## src/verilog/ffc_consts.vh

```
// constants for the frame filter control register bank
`ifndef FFC_CONSTS_VH
`define FFC_CONSTS_VH

// ****************************************
// register offsets
// ****************************************
`define FFC_ADDR_W 8
`define FFC_DATA_W 8
`define FFC_OFS_FILT_FIRST 8'h00
`define FFC_OFS_FILT_SECOND 8'h01
`define FFC_OFS_SRC_MATCH 8'h02
`define FFC_OFS_EVENT_FLAGS 8'h03
`define FFC_OFS_REQUEST 8'h04
`define FFC_OFS_REJECT_COUNT 8'h05
`define FFC_OFS_GAIN_CTRL 8'h06

// ****************************************
// reset values
// ****************************************
`define FFC_RST_FILT_FIRST 8'h0d
`define FFC_RST_FILT_SECOND 8'h78
`define FFC_RST_SRC_MATCH 8'h07
`define FFC_RST_GAIN_CTRL 8'h00

// ****************************************
// field positions
// ****************************************
`define FFC_BIT_FILTER_EN 0
`define FFC_BIT_COORD_ROLE 1
`define FFC_MAXVER_LSB 2
`define FFC_MAXVER_MSB 3
`define FFC_RESMASK_LSB 4
`define FFC_RESMASK_MSB 6
`define FFC_FCW_RES_LSB 7
`define FFC_FCW_RES_MSB 9
`define FFC_FCW_VER_LSB 12
`define FFC_FCW_VER_MSB 13
`define FFC_EVT_REJECT 0
`define FFC_EVT_ACCEPT 1
`define FFC_REQ_CLR_COUNT 0
`define FFC_REQ_CLR_FLAGS 1
`define FFC_GAIN_OVR_BIT 7
`define FFC_GAIN_W 7
`define FFC_NUM_EVT 2
`define FFC_COUNT_MAX 8'hff
`define FFC_NUM_REQ 2
`define FFC_SECOND_EFF_MSB 7
`define FFC_SECOND_EFF_LSB 1
`define FFC_SRC_EFF_MSB 2
`define FFC_SRC_EFF_LSB 0
`define FFC_GAIN_MAN_MSB 6
`define FFC_GAIN_MAN_LSB 0

`endif

```

## src/verilog/ffc_regs.v

```verilog
// frame filter control register bank with filter decision logic
`include "ffc_consts.vh"

module ffc_regs (
	input wire i_sys_clk,
	input wire i_reset_n,
	input wire [7:0] i_addr,
	input wire [7:0] i_wr_data,
	input wire i_wr_en,
	input wire i_rd_en,
	output wire [7:0] o_rd_data,
	input wire i_frame_valid,
	input wire [15:0] i_frame_control_word,
	input wire i_has_dst_addr,
	input wire [6:0] i_gain_auto,
	output wire o_decision_valid,
	output wire o_frame_reject,
	output wire o_filter_en,
	output wire o_coordinator_role,
	output wire [6:0] o_filt_second_eff,
	output wire [2:0] o_src_match_eff,
	output wire [6:0] o_gain_value
);

	// ****************************************
	// reset release
	// ****************************************
	reg rst_meta_ff;
	reg rst_sync_ff;

	always @(posedge i_sys_clk or negedge i_reset_n) begin
		if (!i_reset_n) begin
			rst_meta_ff <= 1'b0;
			rst_sync_ff <= 1'b0;
		end else begin
			rst_meta_ff <= 1'b1;
			rst_sync_ff <= rst_meta_ff;
		end
	end

	wire rst_n = rst_sync_ff;

	// ****************************************
	// address decode
	// ****************************************
	function hit;
		input [7:0] addr;
		input [7:0] ofs;
		begin
			hit = (addr == ofs);
		end
	endfunction

	wire wr_first = i_wr_en && hit(i_addr, `FFC_OFS_FILT_FIRST);
	wire wr_second = i_wr_en && hit(i_addr, `FFC_OFS_FILT_SECOND);
	wire wr_src = i_wr_en && hit(i_addr, `FFC_OFS_SRC_MATCH);
	wire wr_flags = i_wr_en && hit(i_addr, `FFC_OFS_EVENT_FLAGS);
	wire wr_req = i_wr_en && hit(i_addr, `FFC_OFS_REQUEST);
	wire wr_gain = i_wr_en && hit(i_addr, `FFC_OFS_GAIN_CTRL);

	// ****************************************
	// plain configuration registers
	// ****************************************
	// map, one byte each:
	// 0x00 first filter config, read/write
	// 0x01 second filter config, read/write
	// 0x02 source match control, read/write
	// 0x03 event flags, write_zero_only, set by hardware
	// 0x04 requests, write_one_only, cleared by hardware next cycle
	// 0x05 reject count, read only, saturating
	// 0x06 gain control, effective-value readback
	// anything else reads zero and ignores writes
	reg [7:0] filt_first_ff;
	reg [7:0] filt_second_ff;
	reg [7:0] src_match_ff;
	reg [7:0] gain_ctrl_ff;

	// unused bits are kept as written; software is expected to leave them zero
	always @(posedge i_sys_clk or negedge rst_n) begin
		if (!rst_n) begin
			filt_first_ff <= `FFC_RST_FILT_FIRST;
			filt_second_ff <= `FFC_RST_FILT_SECOND;
			src_match_ff <= `FFC_RST_SRC_MATCH;
			gain_ctrl_ff <= `FFC_RST_GAIN_CTRL;
		end else begin
			if (wr_first) begin
				filt_first_ff <= i_wr_data;
			end
			if (wr_second) begin
				filt_second_ff <= i_wr_data;
			end
			if (wr_src) begin
				src_match_ff <= i_wr_data;
			end
			if (wr_gain) begin
				gain_ctrl_ff <= i_wr_data;
			end
		end
	end

	// ****************************************
	// configuration seen by the filter
	// ****************************************
	wire filter_en = filt_first_ff[`FFC_BIT_FILTER_EN];
	wire coord_role = filt_first_ff[`FFC_BIT_COORD_ROLE];
	wire [1:0] max_ver = filt_first_ff[`FFC_MAXVER_MSB:`FFC_MAXVER_LSB];
	wire [2:0] res_mask = filt_first_ff[`FFC_RESMASK_MSB:`FFC_RESMASK_LSB];

	reg coord_eff;
	reg [6:0] second_eff;
	reg [2:0] src_eff;

	// gate dependent bits
	// forcing zeros keeps stale settings from leaking into the datapath while off
	always @* begin
		coord_eff = 1'b0;
		second_eff = 7'h00;
		src_eff = 3'h0;
		if (filter_en) begin
			coord_eff = coord_role;
			second_eff = filt_second_ff[`FFC_SECOND_EFF_MSB:`FFC_SECOND_EFF_LSB];
			src_eff = src_match_ff[`FFC_SRC_EFF_MSB:`FFC_SRC_EFF_LSB];
		end
	end

	assign o_filter_en = filter_en;
	assign o_coordinator_role = coord_eff;
	assign o_filt_second_eff = second_eff;
	assign o_src_match_eff = src_eff;

	// ****************************************
	// effective gain selector
	// ****************************************
	// the consumer always sees this mux, so readback uses it too
	wire gain_ovr = gain_ctrl_ff[`FFC_GAIN_OVR_BIT];
	reg [6:0] gain_eff;

	always @* begin
		if (gain_ovr) begin
			gain_eff = gain_ctrl_ff[`FFC_GAIN_MAN_MSB:`FFC_GAIN_MAN_LSB];
		end else begin
			gain_eff = i_gain_auto;
		end
	end

	assign o_gain_value = gain_eff;

	// ****************************************
	// filter decision
	// ****************************************
	wire [2:0] fcw_res = i_frame_control_word[`FFC_FCW_RES_MSB:`FFC_FCW_RES_LSB];
	wire [1:0] fcw_ver = i_frame_control_word[`FFC_FCW_VER_MSB:`FFC_FCW_VER_LSB];

	wire rej_res = |(res_mask & fcw_res);
	wire rej_ver = (fcw_ver > max_ver);
	wire rej_dst = !i_has_dst_addr && !coord_role;
	wire reject_now = filter_en && (rej_res || rej_ver || rej_dst);

	reg decision_valid_ff;
	reg frame_reject_ff;

	// decision is registered so the datapath gets a clean one-cycle strobe
	always @(posedge i_sys_clk or negedge rst_n) begin
		if (!rst_n) begin
			decision_valid_ff <= 1'b0;
			frame_reject_ff <= 1'b0;
		end else begin
			decision_valid_ff <= i_frame_valid;
			if (i_frame_valid) begin
				frame_reject_ff <= reject_now;
			end
		end
	end

	assign o_decision_valid = decision_valid_ff;
	assign o_frame_reject = frame_reject_ff;

	// ****************************************
	// request bits, write one only
	// ****************************************
	reg [1:0] req_ff;
	wire [1:0] req_done;

	// a request lives one cycle, so its own action is the acknowledge
	assign req_done = req_ff;

	genvar gr;
	generate
		for (gr = 0; gr < `FFC_NUM_REQ; gr = gr + 1) begin : g_req
			reg nxt_req;

			always @* begin
				nxt_req = req_ff[gr];
				if (req_done[gr]) begin
					nxt_req = 1'b0;
				end
				if (wr_req && i_wr_data[gr]) begin
					nxt_req = 1'b1;
				end
			end

			always @(posedge i_sys_clk or negedge rst_n) begin
				if (!rst_n) begin
					req_ff[gr] <= 1'b0;
				end else begin
					req_ff[gr] <= nxt_req;
				end
			end
		end
	endgenerate

	// ****************************************
	// event flags, write zero only
	// ****************************************
	reg [1:0] flags_ff;
	wire [1:0] evt_set;

	assign evt_set[`FFC_EVT_REJECT] = decision_valid_ff && frame_reject_ff;
	assign evt_set[`FFC_EVT_ACCEPT] = decision_valid_ff && !frame_reject_ff;

	genvar gf;
	generate
		for (gf = 0; gf < `FFC_NUM_EVT; gf = gf + 1) begin : g_flag
			reg nxt_flag;

			always @* begin
				nxt_flag = flags_ff[gf];
				if (wr_flags && !i_wr_data[gf]) begin
					nxt_flag = 1'b0;
				end
				if (req_ff[`FFC_REQ_CLR_FLAGS]) begin
					nxt_flag = 1'b0;
				end
				// a new event beats any clear in the same cycle
				if (evt_set[gf]) begin
					nxt_flag = 1'b1;
				end
			end

			always @(posedge i_sys_clk or negedge rst_n) begin
				if (!rst_n) begin
					flags_ff[gf] <= 1'b0;
				end else begin
					flags_ff[gf] <= nxt_flag;
				end
			end
		end
	endgenerate

	// ****************************************
	// reject counter
	// ****************************************
	reg [7:0] reject_count_ff;
	reg [7:0] nxt_reject_count;
	wire count_full = (reject_count_ff == `FFC_COUNT_MAX);

	// saturates rather than wraps so a busy channel never reads as quiet
	always @* begin
		nxt_reject_count = reject_count_ff;
		if (req_ff[`FFC_REQ_CLR_COUNT]) begin
			nxt_reject_count = 8'h00;
		end else if (evt_set[`FFC_EVT_REJECT] && !count_full) begin
			nxt_reject_count = reject_count_ff + 8'h01;
		end
	end

	always @(posedge i_sys_clk or negedge rst_n) begin
		if (!rst_n) begin
			reject_count_ff <= 8'h00;
		end else begin
			reject_count_ff <= nxt_reject_count;
		end
	end

	// ****************************************
	// read port
	// ****************************************
	reg [7:0] rd_data_ff;
	reg [7:0] nxt_rd_data;

	always @* begin
		nxt_rd_data = 8'h00;
		if (i_rd_en) begin
			case (i_addr)
				`FFC_OFS_FILT_FIRST: begin
					nxt_rd_data = filt_first_ff;
				end
				`FFC_OFS_FILT_SECOND: begin
					nxt_rd_data = filt_second_ff;
				end
				`FFC_OFS_SRC_MATCH: begin
					nxt_rd_data = src_match_ff;
				end
				`FFC_OFS_EVENT_FLAGS: begin
					nxt_rd_data = {6'h00, flags_ff};
				end
				`FFC_OFS_REQUEST: begin
					nxt_rd_data = {6'h00, req_ff};
				end
				`FFC_OFS_REJECT_COUNT: begin
					nxt_rd_data = reject_count_ff;
				end
				`FFC_OFS_GAIN_CTRL: begin
					nxt_rd_data = {gain_ovr, gain_eff};
				end
				default: begin
					nxt_rd_data = 8'h00;
				end
			endcase
		end
	end

	always @(posedge i_sys_clk or negedge rst_n) begin
		if (!rst_n) begin
			rd_data_ff <= 8'h00;
		end else begin
			rd_data_ff <= nxt_rd_data;
		end
	end

	assign o_rd_data = rd_data_ff;

endmodule

```

## config.mk

```make
export PLATFORM = sky130hd
export DESIGN_NAME = ffc_regs
export DESIGN_NICKNAME = d
export VERILOG_FILES = /design/src/verilog/ffc_regs.v
export VERILOG_INCLUDE_DIRS = /design/src /design/src/verilog
export SDC_FILE = /design/constraint.sdc
export NUM_CORES = 1
export LEC_CHECK = 0
export BUFFER_PORTS_ARGS = -buffer_cell sky130_fd_sc_hd__buf_2
export CORE_ASPECT_RATIO = 0.5
export CORE_MARGIN = 2
export CORE_UTILIZATION = 52
export DETAILED_ROUTE_END_ITERATION = 8
export PLACE_DENSITY = 0.89
export SYNTH_ARGS = -nofsm -noshare
export SYNTH_HDL_FRONTEND = slang
export SYNTH_SLANG_ARGS = --single-unit
```

## constraint.sdc

```tcl
create_clock -name i_sys_clk -period 2.1 [get_ports i_sys_clk]
set_input_delay 0.21 -clock i_sys_clk [delete_from_list [all_inputs] [get_ports i_sys_clk]]
set_output_delay 0.21 -clock i_sys_clk [all_outputs]
set_load 0.03 [all_outputs]
```

==> results by stage, run 1 <==
Setup path:
- Traced cell by cell, the critical path runs through inv_1, ha_1, nor2b_1, a2bb2oi_1, a2111oi_0, buf_4, o22ai_1.
- The maximum cell stage delay along the critical path is 0.56 ns.
- The worst-case register-to-register setup slack is about 0.24 ns.
- The endpoint kind of the worst setup timing path is a flop.
- The sort of element at the start of the critical path is a flop.
- Of all nets on the critical path, the largest fanout is 3.
- The sum of buffers and inverters on the critical path is 2.
- On the critical path the largest part of the delay comes from flip-flops.
- The data arrival at the endpoint of the critical path is 2.05 ns.
- The worst register-to-register path begins at filt_first_ff[3].
- The end of the worst register-to-register path is o_frame_reject.
- The logic depth of the worst register-to-register path is 7.
- Data on the critical path is required at its endpoint by 2.29 ns.
- On the critical path, the stage with the largest delay is an instance of sky130_fd_sc_hd__dfstp_2.
- The path type of the worst setup path is flop to flop.

Pwr:
- Power spread over the standard cell area amounts to 655.0 nW/µm².
- The combinational share of power is 13.2%.
- The fraction of power consumed by sequential logic is between 50 and 60%.
- Cell internal power was estimated by the tool at approximately 1.6 mW.
- The worst IR drop on VDD is ~350 µV.
- The standby leakage power is approximately 1.6 nW.
- The analysis attributes to net switching a power of approximately 0.56 mW.
- In this run switching power makes up about a quarter of total power.
- The clock power share is a little under a third.

Placed design:
- Input and output buffers added on the ports amount to 62.
- Summed over all nets, the half-perimeter wirelength after detailed placement is slightly below 5 mm.
- The routability congestion estimate is 0.9063.
- The number of placed instances, taps included, is around 370.

Clocking:
- CTS saw 56 sinks.
- The clock tree from TritonCTS is done.
- The number of hold buffers added after CTS was 1.
- Clock-pin slew was measured on the worst setup and hold paths at roughly 0.090 ns.
- The clock passes through at most 2 buffers.
- The library cell used as clock root buffer is sky130_fd_sc_hd__clkbuf_8.
- The insertion delay to the later sink of the worst-skew pair is 0.30 ns.
- The clock buffer count from CTS is 5.
- The H-tree generated during clock tree synthesis spans 2 levels.
- The number of post-CTS setup repair buffers is 0.
- In this run, post-CTS repair resized a total of 0 instances.

Routing:
- After detailed routing, the number of remaining DRC violations is 0.
- The detailed router finished its first iteration with 125 violations.
- Summing over every cut layer, the via total after detailed routing is between 2000 and 2500.
- The routed design has slightly below 7 mm of wire.
- The number of vias per cell is 5.697.
- After detailed routing, the average wire length per cell comes to 17.63 µm.
- The number of nets with antenna violations after detailed routing is 0.
- Before antenna repair, the detailed router went through 4 iterations.

STA:
- Setup repair after global routing left no endpoint under its margin.
- The total count of max-transition violations in the final report is 0.
- Timing would allow up to ~540 MHz.
- The clock skew is 0.004499 ns.
- The accumulated negative setup slack is 0 ns.
- The worst relative slew slack is 55.26%.
- The clock period could shrink to 1.855 ns.
- The number of hold violations in the final report is 0.
- At the pin with the least slew margin, the transition time is between 0.6 and 0.7 ns.
- After layout, the worst path uses 88.35% of the clock period.
- Setup violations remaining at the end of the flow were counted as 0.

Synth:
- The proportion of register bits with asynchronous set or reset after synthesis is between 90% and 100%.
- Among all flip-flop cells after synthesis, the most frequent one is sky130_fd_sc_hd__dfrtp_1.
- After synthesis the netlist holds a flip-flop and latch count of 56.
- The cell area that synthesis handed to floorplanning was 2795 µm².
- The synthesized netlist contains 46 unique library cells.
- The synthesized net count is a little under 300.
- The commonest cells after synthesis are 46 x sky130_fd_sc_hd__dfrtp_1, 43 x sky130_fd_sc_hd__mux2_2, 24 x sky130_fd_sc_hd__nor2_1.
- The number of flops mapped to enable cells by yosys is 0.
- Of the synthesized area, sequential elements account for between 50% and 60%.
- For this run, the number of Yosys warnings is 0.
- The top cell type's share of synthesized area is between 40% and 50%.
- The most common cell in the synthesized netlist is sky130_fd_sc_hd__dfrtp_1.
- The largest total area in the synthesized netlist belongs to sky130_fd_sc_hd__dfrtp_1.
- The cell count after synthesis is 244.
- Each instance of the synthesized netlist takes up on average ~11 µm².
- By area the synthesized netlist is led by sky130_fd_sc_hd__dfrtp_1 41%, sky130_fd_sc_hd__mux2_2 17%, sky130_fd_sc_hd__dfstp_2 9.4%.

Floorplan:
- The horizontal die dimension is between 100 and 150 µm.
- The number of standard-cell rows in the floorplan is 18.
- The vertical die dimension is between 50 and 60 µm.
- The initial cell density of the core is between 50% and 60%.
- The die footprint is around 6000 µm².
- The I/O pin count is 74.
- The area of the core region is between 5000 and 6000 µm².

Final layout:
- The post-layout instance count excluding filler cells is approximately 380.
- Relative to the synthesized area, the layout overhead comes to 19.34%.
- The proportion of layout cells with a drive suffix above 1 is 44.09%.
- The final net count is 360.
- The antenna diode count is 0.

Global routing:
- Global routing used ~23% of the available tracks across all layers.
- The number of global-route vias before repair is around 2200.
- The number of antenna violations at the first check in global routing is 0.
- The first global-routing pass estimated 10.72 mm of wire.
- Entering global routing, the biggest net connects 55 pins.
- The total grt overflow is 0.

Job:
- The number of max-capacitance violations reported is 0.

Worst hold path:
- The count of cells along the worst hold path is 1.
- The worst-case hold path end point is o_decision_valid.
- The critical hold path startpoint is i_frame_valid.
- The path category of the worst min-delay check is primary input to flop.

Status:
- The flow ran to the end, and the final reports show no timing, DRC or antenna violations.
layer usage:
layer | part of all wire [%] | vias to the layer above | wire, µm | GRT usage [%]
li1 | - | 1012 | - | -
met3 | 7.6 | 11 | 514 | 4.684
met1 | 42 | 1073 | 2835 | 31.53
met5 | 0 | - | 0 | 0
met4 | 1.6 | 0 | 110 | 7.875
met2 | 49 | 86 | 3291 | 37.38
cell type report:
class | count | area, µm²
Tap cell | 70 | 87.58
Timing Repair Buffer | 72 | 387.9
Clock buffer | 6 | 72.57
Clock inverter | 2 | 35.03
Multi-Input combinational cell | 172 | 1319
Fill cell | 386 | 1709
Sequential cell | 56 | 1415
Inverter | 5 | 18.77
flip-flops by register name (all words and copies together), names as in the netlist, 2 cells and up:
| name | flops |
|---|---|
| gain_ctrl_ff | 8 |
| o_rd_data | 8 |
| flags_ff | 2 |
| src_match_ff | 8 |
| filt_second_ff | 8 |
| req_done | 2 |
| reject_count_ff | 8 |
| filt_first_ff | 8 |
metrics by stage:
step	setup slack (ns)	area [µm²]	utilization (%)	total power, mW	hold WS (ns)
final	0.2446	3336	66.12	2.185	0.03558
after global routing	0.06924	3336	66.12	2.276	0.03269
after global placement	0.2525	3218	63.79	1.493	-0.005227
after floorplan	0.4430	2795	-	1.401	-0.08559
after CTS	0.2301	3336	66.12	2.192	0.03496
after detailed placement	0.2294	3218	63.79	1.512	0.0005795
logic make-up (layout without fill, tap and decap cells):
family,count (synthesis),count (layout),share of synthesized area (%)
and+or+nand+nor,80,80,15.26
DFF,56,56,50.58
muxes,51,51,20.23
AOI/OAI and AO/OA,34,34,9.266
buffers and inverters,16,85,2.238
adders and majority gates,3,3,1.343
xor gates and xnor gates,3,3,0.9402
other,1,1,0.1342
worst max path at each step:
| stage | startpoint | endpoint | slack [ns] | depth (start not counted) |
|---|---|---|---|---|
| floorplan | rst_n | filt_first_ff[1] | 0.44 | 0 |
| global placement | i_addr[4] | gain_ctrl_ff[6] | 0.25 | 6 |
| detailed placement | i_addr[4] | gain_ctrl_ff[0] | 0.23 | 6 |
| CTS | filt_first_ff[3] | o_frame_reject | 0.23 | 7 |
| global route | filt_first_ff[3] | o_frame_reject | 0.07 | 7 |
| finish | filt_first_ff[3] | o_frame_reject | 0.24 | 7 |
power by group through the flow:
stage	logic (mW)	clock network (mW)	registers (mW)
after floorplan	0.182	0	1.22
after global routing	0.315	0.744	1.22
after global placement	0.273	0	1.22
after CTS	0.290	0.696	1.21
final	0.288	0.689	1.21
after detailed placement	0.286	0	1.23
cell usage in the layout, fill, tap and decap left out, drive strengths merged, types with 2 or more instances in the layout:
cell type  synthesis  layout
dfstp             10      10
nand3              7       7
and4               2       2
mux2              44      44
nand2b             4       4
dfrtp             46      46
nand2             12      12
and3               3       3
nor2b              5       5
and2              11      11
a211oi             5       5
o21ai              3       3
o32a               2       2
inv                5       5
a22oi              4       4
nor3               7       7
clkbuf             7       6
xnor2              2       2
ha                 3       3
nor4               2       2
a21oi              3       3
mux2i              7       7
buf                4      71
o22ai              2       2
nor2              24      24
a221oi             4       4
(Power assumes the default switching activity.)
==> inputs of run 2 (changes only) <==
- CORE_UTILIZATION: 52 -> 47
- PLACE_DENSITY: 0.89 -> 0.85
- clock period: 2.1 -> 1.6 ns (I/O delays scaled with it)
==> run 2 against run 1 <==
Net effect:
- the run now ends with design-rule violations left
- combinational power up 53%
- critical path depth down 1
- power up 52%
- core utilization down 2.2 points
- critical endpoint unchanged
- highest routed layer unchanged
==> results by stage, run 2 (synthesis gave the netlist of run 1 again) <==
STA:
- The total count of max-transition violations in the final report came to 0 (unchanged).
- The number of hold violations in the final report was 0 (unchanged).
- The number of endpoints failing setup at the final stage is 0 (unchanged).
- The time the final worst path needs with I/O delays and setup was 1.596 ns (-0.2598 ns).
- The clock skew is 0.006308 ns (+0.001808 ns).
- The maximum clock frequency was 626.7 MHz (+16%).
- The final clock period utilization by the worst path came to 99.72% (+11 points).
- Setup repair after global routing could not meet its margin everywhere.

Floorplan:
- The vertical die dimension is 58.53 µm (+4.8%).
- The horizontal die dimension came to 113.1 µm (+5.0%).
- The area of the core region is 5610 µm² (+11%).
- The number of standard-cell rows in the floorplan came to 19 (+1).
- The die footprint is 6617 µm² (+10%).
- The I/O pin count was 74 (unchanged).
- The initial cell density of the core is 49.82% (-5.6 points).

Setup path:
- The critical path in this run is classified as flop to flop.
- In this run the critical register-to-register path is launched from filt_first_ff[3].
- The sum of buffers and inverters on the critical path is 1 (-1).
- The data required time of the worst path was 1.77 ns (-0.52 ns).
- The worst setup path startpoint is filt_first_ff[3].
- The maximum cell stage delay along the critical path is 0.54 ns (-0.02 ns).
- On the critical path the largest part of the delay comes from flip-flops.
- The cell with the largest stage delay on the worst path is sky130_fd_sc_hd__dfstp_2.
- STA classifies the critical path startpoint as a flop.
- The largest fanout of any net on the critical path came to 2 (-1).
- STA classifies the critical path endpoint as a flop.
- The critical path goes through inv_2, ha_4, nor2b_4, a2bb2oi_4, a2111oi_4, o22ai_1.
- The data arrival at the endpoint of the critical path came to 1.76 ns (-0.29 ns).

Final layout:
- The cell area after layout is 3587 µm² (+7.5%).
- The utilization after layout is 63.94% (-2.2 points).
- The library cell used most frequently in the layout, excluding fill and tap cells, is sky130_fd_sc_hd__buf_2.
- The area added between synthesis and finish is 28.33%.
- The antenna diode count is 0 (unchanged).
- The proportion of layout cells with a drive suffix above 1 is 48.93% (+4.8 points).
- The top cell types in the final layout, fill and taps aside, are 62 x sky130_fd_sc_hd__buf_2, 44 x sky130_fd_sc_hd__dfrtp_1, 43 x sky130_fd_sc_hd__mux2_2.
- The fill cell total of the finished layout came to 417 (+8.0%).
- The post-layout instance count excluding filler cells is 400 (+4.4%).
- The final net count is 374 (+3.9%).
- The combined flip-flop and latch cell area came to 1416 µm² (about the same).
- The multi-input logic area came to 1378 µm² (+4.5%).

Clocking:
- The number of buffers on the longest clock path is 2 (unchanged).
- The clock buffer count from CTS is 5 (unchanged).
- The post-CTS clock slew at the launch and capture registers of the worst setup and hold paths is 0.07 ns (-0.02 ns).
- The count of H-tree levels built during CTS is 2 (unchanged).
- The insertion delay to the later sink of the worst-skew pair was 0.29 ns (about the same).
- The TritonCTS sink count is 56 (unchanged).
- The clock tree from TritonCTS is done.
- The library cell used as clock root buffer is sky130_fd_sc_hd__clkbuf_16.

Routing:
- The number of vias per cell is 5.653 (-0.78%).
- The number of vias after detailed routing is 2261 (+3.6%).
- The wire length per cell is 18.10 µm (+2.6%).
- The number of search-and-repair iterations in the first detailed-routing pass is 7 (+3).
- The number of DRC markers in iteration 0 is 150 (+20%).
- The number of nets with antenna violations after detailed routing is 0 (unchanged).
- The total detailed-routing wirelength was 7.238 mm (+7.2%).
- The number of design rule violations left after detail routing came to 1 (+1).

Placed design:
- The routability congestion estimate was 0.9205 (+1.6%).
- The number of placed cells counting well taps is 390 (+4.3%).
- The post-placement cell area came to 3332 µm² (+3.5%).
- The count of port buffers added during placement is 62 (unchanged).
- The half-perimeter wire length after placement is 5.181 mm (+5.7%).

Worst hold path:
- The path category of the worst min-delay check is primary input to flop.
- The critical hold path startpoint is i_frame_valid.

Global routing:
- The maximum number of pins on one net before global-route repair is 55 (unchanged).
- The total grt overflow is 0 (unchanged).
- The wire length of the first global-routing pass came to 11.74 mm (+9.5%).
- The number of global-route vias before repair is 2321 (+6.5%).
- The total routing resource utilization after global routing is 23.34% (+0.16 points).
- The number of antenna violations at the first check in global routing is 0 (unchanged).

Pwr:
- The standby leakage power was 1.761 nW (+7.3%).
- The share of total power consumed by net switching is 24.87% (-0.78 points).
- The worst IR drop on VDD is 532.8 µV (+51%).
- The sum of internal, switching and leakage power was 3.312 mW (+52%).
- The power density over the cells came to 923.3 nW/µm² (+41%).
- The clock power share came to 38.8% (+7.3 points).
- The fraction of power consumed by sequential logic is 47.8% (-7.5 points).
- The internal power consumption is 2.488 mW (+53%).
- The combinational share of power was 13.3% (about the same).
- The total net switching power is 0.8236 mW (+47%).

Status:
- The checks that failed: design-rule violations.
- The run finished, with violations left.

Job:
- The number of max-capacitance violations reported is 0 (unchanged).
-- run 2: per-layer routing --
layer  global-route usage [%]  share of wire, %  vias to the layer above
met2                    42.43                51                       75
met3                    4.943               8.1                       16
met1                    28.56                38                     1127
met5                        0                 0                        -
li1                         -                 -                     1043
met4                    7.491               2.3                        0
-- run 2: path summary, 6_finish.rpt --
kind                       slack, ns  depth (start not counted)                to
setup / recovery               0.004                          6    o_frame_reject
hold / removal                 0.001                          1  o_decision_valid
setup reg to reg               0.004                          6    o_frame_reject
hold reg to reg                 0.26                          1   gain_ctrl_ff[3]
max in group asynchronous       1.05                          1   src_match_ff[0]
min in group asynchronous       0.18                          2             rst_n
-- run 2: final cells by class --
cell class	instances	area share, %
multi-input cells	172	38.40
flip-flops and latches	56	39.48
clock buffers	6	3.872
well taps	73	2.546
inverters	5	0.5232
repair buffers	86	14.09
clock inverters	2	1.081
-- run 2: what timing repair did --
item,4_1_cts,5_1_grt
resized for setup,10,1
pin swaps,3,1
hold buffers,1,0
endpoints found under the setup margin,4,4
setup buffers,0,1
endpoints found under the hold margin,2,0
-- run 2: power groups by stage --
stage	registers [mW]	clock network, mW	logic, mW
CTS	1.58	1.29	0.436
global placement	1.60	0	0.385
global route	1.60	1.36	0.491
finish	1.58	1.29	0.441
floorplan	1.60	0	0.239
detailed placement	1.61	0	0.403
-- run 2: through the flow --
stage	TNS, ns	hold slack [ns]	setup WS [ns]
after floorplan	0	-0.1356	0.01841
after global placement	-1.786	-0.05561	-0.4570
after detailed placement	-2.776	-0.05288	-0.4461
after global routing	-0.05443	0.005460	-0.05443
after CTS	-0.04281	0.0007900	-0.04281
final	0	0.001357	0.004402
-- run 2: worst register-to-register path, stage by stage (launching register included) --
cell and delay [ns]:
sky130_fd_sc_hd__dfstp_2 0.54, sky130_fd_sc_hd__inv_2 0.04, sky130_fd_sc_hd__ha_4 0.23, sky130_fd_sc_hd__nor2b_4 0.13
sky130_fd_sc_hd__a2bb2oi_4 0.15, sky130_fd_sc_hd__a2111oi_4 0.27, sky130_fd_sc_hd__o22ai_1 0.11
